===== config.mk =====
export PLATFORM = sky130hd
export DESIGN_NAME = aecr_device_flat
export DESIGN_NICKNAME = d
export VERILOG_FILES = /design/src/core/aecr_pkg.sv /design/src/core/aecr_link_if.sv /design/src/core/aecr_device.sv /design/src/flat_wrapper.sv
export SDC_FILE = /design/constraint.sdc
export NUM_CORES = 1
export LEC_CHECK = 0
export ABC_AREA = 1
export BUFFER_PORTS_ARGS = -buffer_cell sky130_fd_sc_hd__buf_2
export CORE_MARGIN = 1.5
export CORE_UTILIZATION = 51
export CTS_BUF_LIST = sky130_fd_sc_hd__clkbuf_16
export CTS_CLUSTER_SIZE = 10
export DETAILED_ROUTE_END_ITERATION = 12
export GPL_TIMING_DRIVEN = 0
export HOLD_SLACK_MARGIN = 0.12
export PLACE_DENSITY_LB_ADDON = 0.08
export SLEW_MARGIN = 5
export SYNTH_ARGS = -nofsm -noshare
export SYNTH_HDL_FRONTEND = slang
export SYNTH_SLANG_ARGS = --single-unit

===== constraint.sdc =====
create_clock -name clk_sys -period 3.6 [get_ports clk_sys]
set_input_delay 0.72 -clock clk_sys [delete_from_list [all_inputs] [get_ports clk_sys]]
set_output_delay 0.72 -clock clk_sys [all_outputs]
set_load 0.03 [all_outputs]

===== src/core/aecr_pkg.sv =====
// Constants shared by both ends of the extended control register link.
// Assumes a 100 MHz system clock on both ends and a serial clock made by the host.
package aecr_pkg;
	localparam int FRAME_BITS = 32;
	localparam logic [11:0] HEADER = 12'h001;
	localparam logic [3:0] ADDR_OFS_A = 4'h2;
	localparam logic [3:0] ADDR_GAIN_A = 4'h3;
	localparam logic [3:0] ADDR_SETUP = 4'h9;
	localparam logic [3:0] ADDR_OFS_B = 4'hA;
	localparam logic [3:0] ADDR_GAIN_B = 4'hB;
	localparam logic [3:0] ADDR_FINE = 4'hE;
	localparam logic [3:0] ADDR_COARSE = 4'hF;
	localparam logic [15:0] RST_OFS = 16'h007F;
	localparam logic [15:0] RST_GAIN = 16'h807F;
	localparam logic [15:0] RST_SETUP = 16'h03FF;
	localparam logic [15:0] RST_FINE = 16'h00FF;
	localparam logic [15:0] RST_COARSE = 16'h007F;
	localparam logic [15:0] SETUP_MASK = 16'hF400;
	localparam logic [15:0] SETUP_FORCE = 16'h03FF;
	localparam logic [15:0] LOW7_ONES = 16'h007F;
	localparam logic [15:0] LOW8_ONES = 16'h00FF;
	localparam int BIT_PATTERN = 15;
	localparam int BIT_TRIM_SKIP = 14;
	localparam int BIT_INTERLEAVE = 13;
	localparam int BIT_SOURCE = 12;
	localparam int BIT_LOW_RATE = 10;
	localparam int BIT_SIGN = 7;
	localparam int BIT_INVERT = 15;
	localparam int MAG_MSB = 15;
	localparam int MAG_LSB = 8;
	localparam int GAIN_MSB = 15;
	localparam int GAIN_LSB = 7;
	localparam int FINE_MSB = 15;
	localparam int FINE_LSB = 8;
	localparam int COARSE_MSB = 14;
	localparam int COARSE_LSB = 10;
	localparam int MID_MSB = 9;
	localparam int MID_LSB = 7;
	localparam logic [8:0] GAIN_MIN = 9'h040;
	localparam logic [8:0] GAIN_MAX = 9'h1C0;
	localparam logic [4:0] COARSE_LIMIT = 5'h1F;
	localparam int LINK_DIV = 8;
	localparam logic [31:0] AVS_CMD = 32'h0;
	localparam logic [31:0] AVS_STATUS = 32'h4;
endpackage

===== src/core/aecr_link_if.sv =====
// Three-wire serial link between host and device.
// Assumes both ends sit on the same system clock; the serial clock is sampled.
`timescale 1ns/1ps
interface aecr_link_if;
	logic sclk;
	logic sdata;
	logic sel_n;
	modport host (output sclk, output sdata, output sel_n);
	modport device (input sclk, input sdata, input sel_n);
endinterface


===== src/core/aecr_device.sv =====
// Device end: serial receiver and extended control register bank.
// Assumes the host shifts data on the falling serial edge, MSB first.
//
// Implementation choice: the Avalon-MM slave port sits in aecr_host, not here.
`timescale 1ns/1ps
module aecr_device (
	// System
	input wire logic clk_sys,
	input wire logic rst,
	// Link
	aecr_link_if.device link,
	// Output clock sync reset
	input wire logic output_clock_sync_reset,
	// Offset trims
	output logic [7:0] ofs_a_mag,
	output logic ofs_a_neg,
	output logic [7:0] ofs_b_mag,
	output logic ofs_b_neg,
	// Gain trims
	output logic [8:0] gain_a_code,
	output logic [8:0] gain_b_code,
	// Setup word
	output logic pattern_output_enable,
	output logic pattern_active,
	output logic termination_trim_skip,
	output logic output_data_clock_keep,
	output logic interleave_enable_field,
	output logic input_source_choice,
	output logic low_rate_interleave_tune,
	// Sample clock phase
	output logic [7:0] fine_delay,
	output logic sample_clock_invert,
	output logic [4:0] coarse_delay,
	output logic [2:0] mid_delay
);
	////////////////////////////////////////////////////////////////
	// Synchronisers
	logic [2:0] sclk_s;
	logic [1:0] sdat_s;
	logic [1:0] sel_s;
	logic [1:0] syr_s;
	always_ff @(posedge clk_sys or posedge rst) begin
		if (rst) begin
			sclk_s <= 3'h0;
			sdat_s <= 2'h0;
			sel_s <= 2'h3;
			syr_s <= 2'h0;
		end else begin
			sclk_s <= {sclk_s[1:0], link.sclk};
			sdat_s <= {sdat_s[0], link.sdata};
			sel_s <= {sel_s[0], link.sel_n};
			syr_s <= {syr_s[0], output_clock_sync_reset};
		end
	end
	wire rise = sclk_s[1] & ~sclk_s[2];
	////////////////////////////////////////////////////////////////
	// Frame shifter
	logic [31:0] shift_reg;
	logic [5:0] count_reg;
	logic done_reg;
	always_ff @(posedge clk_sys or posedge rst) begin
		if (rst) begin
			shift_reg <= 32'h0;
			count_reg <= 6'h0;
			done_reg <= 1'b0;
		end else begin
			done_reg <= 1'b0;
			if (sel_s[1]) begin
				count_reg <= 6'h0;
			end else if (rise) begin
				shift_reg <= {shift_reg[30:0], sdat_s[1]};
				if (count_reg == 6'(aecr_pkg::FRAME_BITS - 1)) begin
					count_reg <= 6'h0;
					done_reg <= 1'b1;
				end else begin
					count_reg <= count_reg + 6'h1;
				end
			end
		end
	end
	wire frame_ok = done_reg && shift_reg[31:20] == aecr_pkg::HEADER;
	wire [3:0] f_addr = shift_reg[19:16];
	wire [15:0] f_data = shift_reg[15:0];
	////////////////////////////////////////////////////////////////
	// Register bank, write only
	logic [15:0] ofs_a_reg;
	logic [15:0] ofs_b_reg;
	logic [15:0] gain_a_reg;
	logic [15:0] gain_b_reg;
	logic [15:0] setup_reg;
	logic [15:0] fine_reg;
	logic [15:0] coarse_reg;

	// Write strobe for one address
	function automatic logic wr_hit(input logic ok, input logic [3:0] fa, input logic [3:0] a);
		return ok && (fa == a);
	endfunction

	// Channel A offset
	always_ff @(posedge clk_sys or posedge rst) begin
		if (rst) begin
			ofs_a_reg <= aecr_pkg::RST_OFS;
		end else if (wr_hit(frame_ok, f_addr, aecr_pkg::ADDR_OFS_A)) begin
			ofs_a_reg <= f_data;
		end
	end

	// Channel B offset
	always_ff @(posedge clk_sys or posedge rst) begin
		if (rst) begin
			ofs_b_reg <= aecr_pkg::RST_OFS;
		end else if (wr_hit(frame_ok, f_addr, aecr_pkg::ADDR_OFS_B)) begin
			ofs_b_reg <= f_data;
		end
	end

	// Channel A gain, live without recalibration
	always_ff @(posedge clk_sys or posedge rst) begin
		if (rst) begin
			gain_a_reg <= aecr_pkg::RST_GAIN;
		end else if (wr_hit(frame_ok, f_addr, aecr_pkg::ADDR_GAIN_A)) begin
			gain_a_reg <= f_data;
		end
	end

	// Channel B gain, live without recalibration
	always_ff @(posedge clk_sys or posedge rst) begin
		if (rst) begin
			gain_b_reg <= aecr_pkg::RST_GAIN;
		end else if (wr_hit(frame_ok, f_addr, aecr_pkg::ADDR_GAIN_B)) begin
			gain_b_reg <= f_data;
		end
	end

	// Setup word
	always_ff @(posedge clk_sys or posedge rst) begin
		if (rst) begin
			setup_reg <= aecr_pkg::RST_SETUP;
		end else if (wr_hit(frame_ok, f_addr, aecr_pkg::ADDR_SETUP)) begin
			setup_reg <= f_data;
		end
	end

	// Fine phase
	always_ff @(posedge clk_sys or posedge rst) begin
		if (rst) begin
			fine_reg <= aecr_pkg::RST_FINE;
		end else if (wr_hit(frame_ok, f_addr, aecr_pkg::ADDR_FINE)) begin
			fine_reg <= f_data;
		end
	end

	// Coarse phase and polarity
	always_ff @(posedge clk_sys or posedge rst) begin
		if (rst) begin
			coarse_reg <= aecr_pkg::RST_COARSE;
		end else if (wr_hit(frame_ok, f_addr, aecr_pkg::ADDR_COARSE)) begin
			coarse_reg <= f_data;
		end
	end

	////////////////////////////////////////////////////////////////
	// Field decoding shared by both channels
	function automatic logic [7:0] ofs_mag(input logic [15:0] r);
		return r[aecr_pkg::MAG_MSB:aecr_pkg::MAG_LSB];
	endfunction
	function automatic logic ofs_neg(input logic [15:0] r);
		return r[aecr_pkg::BIT_SIGN];
	endfunction
	function automatic logic [8:0] gain_code(input logic [15:0] r);
		return r[aecr_pkg::GAIN_MSB:aecr_pkg::GAIN_LSB];
	endfunction

	////////////////////////////////////////////////////////////////
	// Pattern gating by sync reset
	// Held off while sync reset is high so all ports start together
	logic pat_reg;
	always_ff @(posedge clk_sys or posedge rst) begin
		if (rst) begin
			pat_reg <= 1'b0;
		end else if (!setup_reg[aecr_pkg::BIT_PATTERN]) begin
			pat_reg <= 1'b0;
		end else if (!syr_s[1]) begin
			pat_reg <= 1'b1;
		end
	end

	////////////////////////////////////////////////////////////////
	// Field outputs
	always_comb begin
		ofs_a_mag = ofs_mag(ofs_a_reg);
		ofs_a_neg = ofs_neg(ofs_a_reg);
		ofs_b_mag = ofs_mag(ofs_b_reg);
		ofs_b_neg = ofs_neg(ofs_b_reg);
		gain_a_code = gain_code(gain_a_reg);
		gain_b_code = gain_code(gain_b_reg);
		pattern_output_enable = setup_reg[aecr_pkg::BIT_PATTERN];
		pattern_active = pat_reg;
		termination_trim_skip = setup_reg[aecr_pkg::BIT_TRIM_SKIP];
		output_data_clock_keep = setup_reg[aecr_pkg::BIT_TRIM_SKIP];
		interleave_enable_field = setup_reg[aecr_pkg::BIT_INTERLEAVE];
		input_source_choice = setup_reg[aecr_pkg::BIT_SOURCE];
		// Low rate tuning only matters while interleaved
		low_rate_interleave_tune = setup_reg[aecr_pkg::BIT_LOW_RATE]
			& setup_reg[aecr_pkg::BIT_INTERLEAVE];
		fine_delay = fine_reg[aecr_pkg::FINE_MSB:aecr_pkg::FINE_LSB];
		sample_clock_invert = coarse_reg[aecr_pkg::BIT_INVERT];
		coarse_delay = coarse_reg[aecr_pkg::COARSE_MSB:aecr_pkg::COARSE_LSB];
		mid_delay = coarse_reg[aecr_pkg::MID_MSB:aecr_pkg::MID_LSB];
	end
endmodule


===== src/flat_wrapper.sv =====
// flat-port wrapper written by rule: the top's interface ports become plain ports
module aecr_device_flat 
  (clk_sys, rst, output_clock_sync_reset, ofs_a_mag, ofs_a_neg, ofs_b_mag, ofs_b_neg, gain_a_code, gain_b_code, pattern_output_enable, pattern_active, termination_trim_skip, output_data_clock_keep, interleave_enable_field, input_source_choice, low_rate_interleave_tune, fine_delay, sample_clock_invert, coarse_delay, mid_delay, link_sclk, link_sdata, link_sel_n);
  aecr_link_if link_i ();
  input wire logic clk_sys;
  input wire logic rst;
  input wire logic output_clock_sync_reset;
  output logic [7:0] ofs_a_mag;
  output logic ofs_a_neg;
  output logic [7:0] ofs_b_mag;
  output logic ofs_b_neg;
  output logic [8:0] gain_a_code;
  output logic [8:0] gain_b_code;
  output logic pattern_output_enable;
  output logic pattern_active;
  output logic termination_trim_skip;
  output logic output_data_clock_keep;
  output logic interleave_enable_field;
  output logic input_source_choice;
  output logic low_rate_interleave_tune;
  output logic [7:0] fine_delay;
  output logic sample_clock_invert;
  output logic [4:0] coarse_delay;
  output logic [2:0] mid_delay;
  input wire logic [$bits(link_i.sclk)-1:0] link_sclk;
  input wire logic [$bits(link_i.sdata)-1:0] link_sdata;
  input wire logic [$bits(link_i.sel_n)-1:0] link_sel_n;
  assign link_i.sclk = link_sclk;
  assign link_i.sdata = link_sdata;
  assign link_i.sel_n = link_sel_n;
  aecr_device u_core (.clk_sys(clk_sys), .rst(rst), .link(link_i), .output_clock_sync_reset(output_clock_sync_reset), .ofs_a_mag(ofs_a_mag), .ofs_a_neg(ofs_a_neg), .ofs_b_mag(ofs_b_mag), .ofs_b_neg(ofs_b_neg), .gain_a_code(gain_a_code), .gain_b_code(gain_b_code), .pattern_output_enable(pattern_output_enable), .pattern_active(pattern_active), .termination_trim_skip(termination_trim_skip), .output_data_clock_keep(output_data_clock_keep), .interleave_enable_field(interleave_enable_field), .input_source_choice(input_source_choice), .low_rate_interleave_tune(low_rate_interleave_tune), .fine_delay(fine_delay), .sample_clock_invert(sample_clock_invert), .coarse_delay(coarse_delay), .mid_delay(mid_delay));
endmodule

# Word level (Yosys, flattened, before mapping)
# Index checks and enable logic that the tools add are counted.
dict set report op_classes {
  n_bitwise 4
  muxes 8
  eq_ne 10
  reduce_logical 10
  add_sub_neg 1
}
# op count
set ops {}
lappend ops {{equality test 4 bit, second input constant} 5}
lappend ops {{2-to-1 mux 6 bit} 3}
lappend ops {{equality test 12 x 1 -> 1 bit, second input constant} 1}
lappend ops {{equality test 4 x 2 -> 1 bit, second input constant} 2}
lappend ops {{logical AND 1 bit} 8}
lappend ops {{adder 6 x 1 -> 6 bit, second input constant} 1}
lappend ops {{equality test 6 x 5 -> 1 bit, second input constant} 1}
lappend ops {{2-to-1 mux 1 bit} 5}
lappend ops {{bitwise AND 1 bit} 2}
lappend ops {{!= test 2 bit, second input constant} 1}
lappend ops {{inverter 1 bit} 2}
lappend ops {{AND reduction 2 bit} 1}
lappend ops {{nonzero test 2 bit} 1}
dict set report word_totals {
  out_inout_bits 60
  input_bits 6
  register_bits 161
  elab_cells 48
}

# Logic depth before layout (Yosys ltp)
# Gate-level depths: netlist (run 1).
dict set report logic_depth {
  word_depth 4
  ltp_mapped 8
  mapped_depth_nobuf 7
}

# Worst setup path after synthesis (run 1)
# OpenSTA, ideal clock, no wires.
dict set report synth_timing {
  kind {register to output}
  start {register u_core.setup_reg[13]}
  end {output port low_rate_interleave_tune}
  path_buffers 0
  arrival_time_ps 789
  required_ps 2880
  setup_slack_ps 2091
  path_stages_with_launch 3
  path_cell_list {dfrtp_1 > nand2_1 > inv_1}
}
dict set report synth_via {
  elab_chain_len 1
}
# item line
set synth_lines {}
lappend synth_lines {{start: declaration} aecr_device.sv:90} ;# logic [15:0] setup_reg;
lappend synth_lines {{start signal: assignment} aecr_device.sv:138} ;# setup_reg <= aecr_pkg::RST_SETUP;
lappend synth_lines {{start signal: assignment} aecr_device.sv:140} ;# setup_reg <= f_data;
lappend synth_lines {{bitwise AND 1 bit} aecr_device.sv:205} ;# & setup_reg[aecr_pkg::BIT_INTERLEAVE];
lappend synth_lines {{end: declaration} flat_wrapper.sv:20} ;# output logic low_rate_interleave_tune;
# Every way passes these cells.

# Final worst setup path (run 1)
dict set report layout_timing {
  start {register u_core.gain_b_reg[15]}
  end {output port gain_b_code[8]}
}
# item line
set layout_lines {}
lappend layout_lines {{start: declaration} aecr_device.sv:89} ;# logic [15:0] gain_b_reg;
lappend layout_lines {{start signal: assignment} aecr_device.sv:129} ;# gain_b_reg <= aecr_pkg::RST_GAIN;
lappend layout_lines {{start signal: assignment} aecr_device.sv:131} ;# gain_b_reg <= f_data;
lappend layout_lines {{end: declaration} flat_wrapper.sv:13} ;# output logic [8:0] gain_b_code;
# No word-level cell between the ends.

==> results of run 1 <==
==> cell families after synthesis <==
kind of cell / share of synthesized area (%)
and+or+nand+nor: 28.94
DFF: 60.06
buffers and inverters: 6.106
AOI/OAI and AO/OA: 4.426
xor gates and xnor gates: 0.1961
adders and majority gates: 0.2801
==> placed cells by master, fill, tap and decap left out, types with 2 or more instances in the layout <==
cell,synthesis,routed
nand4_2,6,6
nand3_1,50,50
inv_1,29,30
nor2_8,3,3
clkbuf_16,0,9
buf_12,1,2
clkbuf_1,6,6
o21ai_0,35,35
clkinv_1,2,2
nor2_4,2,2
clkinvlp_4,0,2
inv_6,0,2
buf_2,10,75
buf_6,3,3
nand2_1,177,177
nor2_2,5,5
nor2_1,14,14
dfrtp_1,103,103
dfstp_2,4,4
nand4_1,2,2
nand3_2,10,10
==> routing by layer <==
layer | part of all wire, % | vias to the layer above | track usage [%]
met2 | 46 | 77 | 35.43
met1 | 49 | 1658 | 31.99
met5 | 0 | - | 0
li1 | - | 1661 | -
met3 | 4.2 | 11 | 2.895
met4 | 1.3 | 0 | 8.333
==> final timing paths <==
| check | slack, ps | cells after the start | startpoint | endpoint |
|---|---|---|---|---|
| min | 350 | 0 | u_core.syr_s[0] | u_core.syr_s[1] |
| max reg2reg | 2000 | 6 | u_core.shift_reg[26] | u_core.gain_b_reg[9] |
| min in group asynchronous | 550 | 2 | rst | u_core.syr_s[1] |
| max in group asynchronous | 2320 | 3 | rst | u_core.gain_b_reg[15] |
| min reg2reg | 350 | 0 | u_core.syr_s[0] | u_core.syr_s[1] |
| max | 1800 | 1 | u_core.gain_b_reg[15] | gain_b_code[8] |
==> power groups by stage <==
stage | logic, mW | registers, mW | clock network [mW]
finish | 0.0751 | 1.25 | 0.898
global placement | 0.0715 | 1.27 | 0
detailed placement | 0.0785 | 1.27 | 0
global route | 0.0886 | 1.25 | 0.965
floorplan | 0.0514 | 1.27 | 0
CTS | 0.0784 | 1.25 | 0.918
==> through the flow <==
stage	hold slack (ps)	utilization, %	setup WS [ps]
floorplan	331.2	-	69.38
global placement	332.5	59.03	-1079
detailed placement	336.3	59.30	1883
CTS	352.7	62.54	1803
global route	359.3	62.54	1781
finish	350.5	62.54	1804
==> cell type report <==
cell class | count | share of cell area (%)
clock buffer | 9 | 4.318
tap | 105 | 2.519
clock inverter | 7 | 0.8635
sequential | 107 | 51.43
buffer | 23 | 2.926
timing repair buffer | 66 | 6.620
multi-input combinational | 312 | 28.98
inverter | 32 | 2.351
==> out/metrics.csv, run 1 <==
stage,metric,value,unit
run_status,run status,completed,
sta,post-layout min period,1796,ps
placed_design,post-detailed-placement cell area,4946,sq um
synthesis,most used flip-flop cell after synthesis,dfrtp_1,
clock_tree,number of resized instances in the post-cts repair step,0,
power_and_ir_drop,total power density per cell area,426.3,nW/um^2
worst_setup_path,startpoint type of the worst setup path,register,
synthesis,dominant cell by count in the synthesized netlist,nand2_1,
global_route,wire length of the first global-routing pass,15860,um
synthesis,biggest area contributors in the synthesized netlist,"dfrtp_1 58%, nand2_1 15%, nand3_1 5.6%",
cells_and_area,max FFs per register,32,
global_route,pin count of the biggest net entering global routing,70,
cells_and_area,total area of multi-input combinational cells,1511,sq um
clock_tree,clock latency on the worst-skew pair,340,ps
worst_setup_path,worst endpoint data arrival time,1080,ps
sta,largest clock skew in the final design,9.525,ps
cells_and_area,Seq. cell area,2683,sq um
clock_tree,hold buffer count at CTS,0,
sta,TNS Setup,0,ps
worst_setup_path,"slowest stage cell, crit path",dfstp_2,
worst_setup_path,Crit. End Element,output pin,
worst_setup_path,delay of the slowest cell on the worst path,540,ps
cells_and_area,layout-stage area growth over the synthesis result,16.78,%
synthesis,register bit total from synthesis,107,
power_and_ir_drop,combinational group share of total power,3.4,%
drt,routed wire length per instance,14.40,um
clock_tree,CTS tree,done,
clock_tree,maximum level of the CTS H-tree,3,
drt,number of remaining DRC errors,0,
flow_run,number of max-cap violations,0,
cells_and_area,area of all placed cells without fillers,5216,sq um
sta,part of the cycle the worst path needs,49.89,%
sta,number of pins with negative max-slew slack in the final report,0,
sta,actual transition at the worst max-transition pin,825.1,ps
worst_setup_path,cell chain of the critical path,buf_2,
cells_and_area,count of non-filler cells in the finished layout,661,
clock_tree,number of buffers created by CTS,9,
synthesis,synthesized instance count,474,
sta,unrepaired setup endpoints after global routing,no,
power_and_ir_drop,cell leakage power,2.891,nW
worst_setup_path,worst path bufs/invs,1,
cells_and_area,number of filler cells placed in the layout,747,
clock_tree,clock slew at reported path FFs,70,ps
global_route,initial antenna violation count,0,
clock_tree,number of setup buffers added after CTS,0,
power_and_ir_drop,Clock power frac,40.4,%
synthesis,number of flops mapped to enable cells by yosys,0,
clock_tree,Clock Path Buffers,2,
worst_hold_path,type of the worst min-delay path,reg2reg,
clock_tree,clock tree root driver cell,clkbuf_16,
worst_setup_path,maximum fanout count along the critical path,2,
drt,via count,3407,
floorplanning,core area,8341,sq um
floorplanning,starting density of the core,53.56,%
power_and_ir_drop,proportion of total power due to net switching,22.79,%
synthesis,area fraction of the dominant cell type after synthesis,57.70,%
synthesis,number of warnings issued by yosys,0,
synthesis,Synth Net Count,481,
synthesis,sequential cell area fraction in the yosys report,60.06,%
worst_setup_path,critical path required time,2880,ps
sta,final setup violation count,0,
sta,relative slew slack,44.99,%
cells_and_area,antenna diode count,0,
floorplanning,floorplan row count,33,
power_and_ir_drop,Final Total Pwr,2.224,mW
synthesis,cell type with the highest aggregate area in the netlist,dfrtp_1,
power_and_ir_drop,highest ir drop seen on vdd,0.2228,mV
worst_setup_path,Crit path max-delay family,flip-flops,
placed_design,placed instance count,645,
clock_tree,number of clock sinks,107,
synthesis,Mapped Avg Cell Area,9.424,sq um
synthesis,"Async S/R FF share, synth",100.0,%
power_and_ir_drop,Reg power frac,56.2,%
floorplanning,width of the die,96.59,um
power_and_ir_drop,Net Switching,0.5067,mW
sta,Max Clock Freq,556.7,MHz
placed_design,DPL Wire Length,6599,um
global_route,via count of the first global-routing pass,3226,
synthesis,most frequent cells after synthesis,"177 x nand2_1, 103 x dfrtp_1, 50 x nand3_1",
drt,Detailed Route Iter0 Violations,167,
cells_and_area,share of post-route cells with drive strength above 1,23.38,%
global_route,global-route usage over all layers,22.50,%
power_and_ir_drop,Internal Power,1.717,mW
worst_setup_path,critical path type,reg2out,
cells_and_area,# nets final,558,
sta,"Hold Vio Cnt, Final",0,
placed_design,number of input and output port buffers inserted,65,
synthesis,Syn Std Cell Area,4467,sq um
floorplanning,Die Outline Area,9329,sq um
drt,vias per cell,5.154,
global_route,total gr overflow,0,
drt,antenna violation net count after detailed routing,0,
floorplanning,number of primary I/O pins,66,
drt,1st-pass router iterations,4,
synthesis,distinct cell type count of the synthesized netlist,30,
drt,wire length after detailed routing,9517,um
floorplanning,vertical die dimension,96.59,um
placed_design,Final Wtd Congestion,0.8206,
Note: power is estimated with default switching activity, not from simulation.
==> inputs of run 2 (changes only) <==
--- a/config.mk
+++ b/config.mk
@@ -5,10 +5,10 @@
 export SDC_FILE = /design/constraint.sdc
 export NUM_CORES = 1
 export LEC_CHECK = 0
-export ABC_AREA = 1
+export ABC_AREA = 0
 export BUFFER_PORTS_ARGS = -buffer_cell sky130_fd_sc_hd__buf_2
 export CORE_MARGIN = 1.5
-export CORE_UTILIZATION = 51
+export CORE_UTILIZATION = 56
 export CTS_BUF_LIST = sky130_fd_sc_hd__clkbuf_16
 export CTS_CLUSTER_SIZE = 10
 export DETAILED_ROUTE_END_ITERATION = 12
==> constraint.sdc (replaced) <==
create_clock -name clk_sys -period 1.8 [get_ports clk_sys]
set_input_delay 0.36 -clock clk_sys [delete_from_list [all_inputs] [get_ports clk_sys]]
set_output_delay 0.36 -clock clk_sys [all_outputs]
set_load 0.03 [all_outputs]
==> out/metrics.csv, run 2 <==
stage,metric,value,unit
floorplanning,floorplan row count,31,
cells_and_area,# nets final,356,
synthesis,Syn Std Cell Area,4133,sq um
drt,antenna violation net count after detailed routing,0,
global_route,initial antenna violation count,0,
global_route,highest-utilization routing layer at the global route stage,met2,
global_route,total gr overflow,0,
drt,wire length after detailed routing,7823,um
cells_and_area,most frequent cells in the layout,"103 x dfrtp_1, 67 x mux2_2, 65 x buf_2",
worst_hold_path,number of cells on the worst hold path,1,
synthesis,register bit total from synthesis,107,
drt,Detailed Route Iter0 Violations,99,
synthesis,biggest area contributors in the synthesized netlist,"dfrtp_1 62%, mux2_2 22%, mux2_4 3.3%",
clock_tree,clock latency on the worst-skew pair,340,ps
synthesis,number of warnings issued by yosys,0,
power_and_ir_drop,highest ir drop seen on vdd,0.6637,mV
worst_setup_path,critical path required time,2020,ps
synthesis,synthesized instance count,249,
worst_setup_path,worst path bufs/invs,1,
synthesis,most used flip-flop cell after synthesis,dfrtp_1,
global_route,pin count of the biggest net entering global routing,34,
worst_hold_path,type of the worst min-delay path,in2reg,
floorplanning,starting density of the core,57.28,%
worst_setup_path,Crit path max-delay family,simple AND/OR/NAND/NOR gates,
sta,Max Clock Freq,480.0,MHz
clock_tree,CTS tree,done,
sta,fin worst setup slack,-283.2,ps
worst_setup_path,Worst R2R Path Depth,5,
placed_design,post-detailed-placement cell area,4653,sq um
sta,"Hold Vio Cnt, Final",0,
worst_setup_path,maximum fanout count along the critical path,9,
worst_setup_path,cell count along the critical path,5,
sta,Final Hold Slack,130.2,ps
clock_tree,clock slew at reported path FFs,70,ps
worst_setup_path,end of the worst register-to-register path,u_core.ofs_a_reg[12],
clock_tree,number of buffers created by CTS,9,
synthesis,dominant cell by count in the synthesized netlist,dfrtp_1,
global_route,wire length of the first global-routing pass,12530,um
flow_run,number of max-cap violations,0,
clock_tree,number of clock sinks,107,
sta,unrepaired setup endpoints after global routing,yes,
drt,vias per cell,5.230,
cells_and_area,area of all placed cells without fillers,5255,sq um
cells_and_area,"leading cell type in the layout, fill and taps excluded",dfrtp_1,
synthesis,Synth Net Count,256,
clock_tree,Clock Path Buffers,2,
cells_and_area,antenna diode count,0,
cells_and_area,number of filler cells placed in the layout,478,
global_route,global-route usage over all layers,21.60,%
worst_setup_path,critical path type,reg2reg,
worst_setup_path,origin of the critical flop-to-flop path,u_core.shift_reg[23],
cells_and_area,max FFs per register,32,
worst_hold_path,hold worst-path end,u_core.sclk_s[0],
floorplanning,width of the die,88.91,um
synthesis,most frequent cells after synthesis,"103 x dfrtp_1, 81 x mux2_2, 9 x mux2_4",
synthesis,distinct cell type count of the synthesized netlist,32,
sta,number of pins with negative max-slew slack in the final report,0,
sta,post-layout min period,2083,ps
synthesis,Mapped Avg Cell Area,16.60,sq um
placed_design,Final Wtd Congestion,0.7111,
clock_tree,clock tree root driver cell,clkbuf_16,
placed_design,number of input and output port buffers inserted,65,
sta,final setup violation count,58,
global_route,grt met3 use,5.633,%
run_status,failing checks,setup timing,
synthesis,sequential cell area fraction in the yosys report,64.91,%
synthesis,cell type with the highest aggregate area in the netlist,dfrtp_1,
floorplanning,Die Outline Area,7904,sq um
cells_and_area,count of non-filler cells in the finished layout,453,
sta,relative slew slack,73.18,%
worst_setup_path,startpoint type of the worst setup path,register,
placed_design,post-placement setup slack,-686.4,ps
clock_tree,maximum level of the CTS H-tree,3,
worst_setup_path,delay of the slowest cell on the worst path,480,ps
power_and_ir_drop,cell leakage power,2.788,nW
global_route,met2 GRT Util,34.78,%
floorplanning,vertical die dimension,88.91,um
power_and_ir_drop,total power density per cell area,888.7,nW/um^2
worst_setup_path,register-to-register setup slack,-280,ps
global_route,via count of the first global-routing pass,2382,
worst_setup_path,cell chain of the critical path,nor4b_4 > nand4_4 > or4_4 > buf_12 > mux2_4,
drt,routed wire length per instance,17.27,um
worst_setup_path,Crit. End Element,register,
placed_design,placed instance count,416,
worst_setup_path,worst endpoint data arrival time,2310,ps
global_route,routing usage on met1,29.27,%
run_status,run status,"complete, but fails checks",
floorplanning,core area,7214,sq um
synthesis,number of flops mapped to enable cells by yosys,0,
drt,number of remaining DRC errors,0,
worst_setup_path,"slowest stage cell, crit path",or4_4,
sta,actual transition at the worst max-transition pin,401.9,ps
sta,part of the cycle the worst path needs,115.7,%
worst_hold_path,beginning of the worst hold path,link_sclk,
placed_design,DPL Wire Length,4853,um
drt,1st-pass router iterations,4,
cells_and_area,layout-stage area growth over the synthesis result,27.16,%
floorplanning,number of primary I/O pins,66,
synthesis,area fraction of the dominant cell type after synthesis,62.37,%
sta,largest clock skew in the final design,7.763,ps
synthesis,"Async S/R FF share, synth",100.0,%
drt,via count,2369,
cells_and_area,share of post-route cells with drive strength above 1,59.04,%
## run 2: metal layers
layer / share of wire [%] / wire length [um]
met5: 0 / 0
met4: 1.2 / 96
met2: 49 / 3806
met3: 4.0 / 315
met1: 46 / 3604
## run 2: worst max-delay path by stage
stage                              start               endpoint  slack, ps
CTS                 u_core.shift_reg[21]   u_core.ofs_a_reg[12]       -280
detailed placement  u_core.shift_reg[23]  u_core.coarse_reg[15]       -690
floorplan           u_core.shift_reg[23]   u_core.ofs_a_reg[10]       -130
global route        u_core.shift_reg[23]   u_core.ofs_a_reg[12]       -360
global placement    u_core.shift_reg[26]  u_core.coarse_reg[13]       -620
finish              u_core.shift_reg[23]   u_core.ofs_a_reg[12]       -280
## run 2: cell families after synthesis
kind of cell	Yosys count	share of synthesized area [%]
compound gates	6	0.9384
flops	107	64.91
mux	91	25.58
xor+xnor	3	0.6359
simple gates	34	6.721
fa+ha+maj	1	0.3027
buf+inv	7	0.9084
## run 2: area by class of cell
class                      count  area, sq um  share of cell area (%)
clock inverter                 7        62.56                   1.190
buffer                         5        42.54                  0.8095
tap                           99        123.9                   2.357
multi-input combinational    135         1509                   28.71
inverter                       2        11.26                  0.2143
sequential                   107         2683                   51.05
timing repair buffer          89        598.1                   11.38
clock buffer                   9        225.2                   4.286
## run 2: what timing repair did
| item | 4_1_cts | 5_1_grt |
|---|---|---|
| hold buffers | 4 | 0 |
| pin swaps | 6 | 4 |
| hold endpoints to repair | 17 | 0 |
| setup endpoints to repair | 86 | 87 |
| resized for setup | 31 | 5 |
| setup buffers | 16 | 1 |
## run 2: worst reg2reg max path, delay by kind of cell, from the launching register on
kind / cells / cell delay (ps)
multiplexers: 1 / 300
buffers and inverters: 1 / 170
flip-flops: 1 / 420
AND/OR/NAND/NOR: 3 / 1070
## run 2: through the flow
stage                     power, mW  utilization (%)  TNS (ps)
after CTS                     4.715            72.42     -9570
after detailed placement      2.814            64.50    -30880
after global routing          4.831            72.84    -16400
after floorplan               2.737                -     -5122
final                         4.670            72.84    -11400
after global placement        2.786            63.67    -81600
## run 2: report_power, final
group | switching, mW | total [mW] | internal (mW)
Combinational | 0.0860 | 0.189 | 0.103
Sequential | 0.0846 | 2.59 | 2.50
Clock | 0.829 | 1.89 | 1.06
Total | 1.00 | 4.67 | 3.67
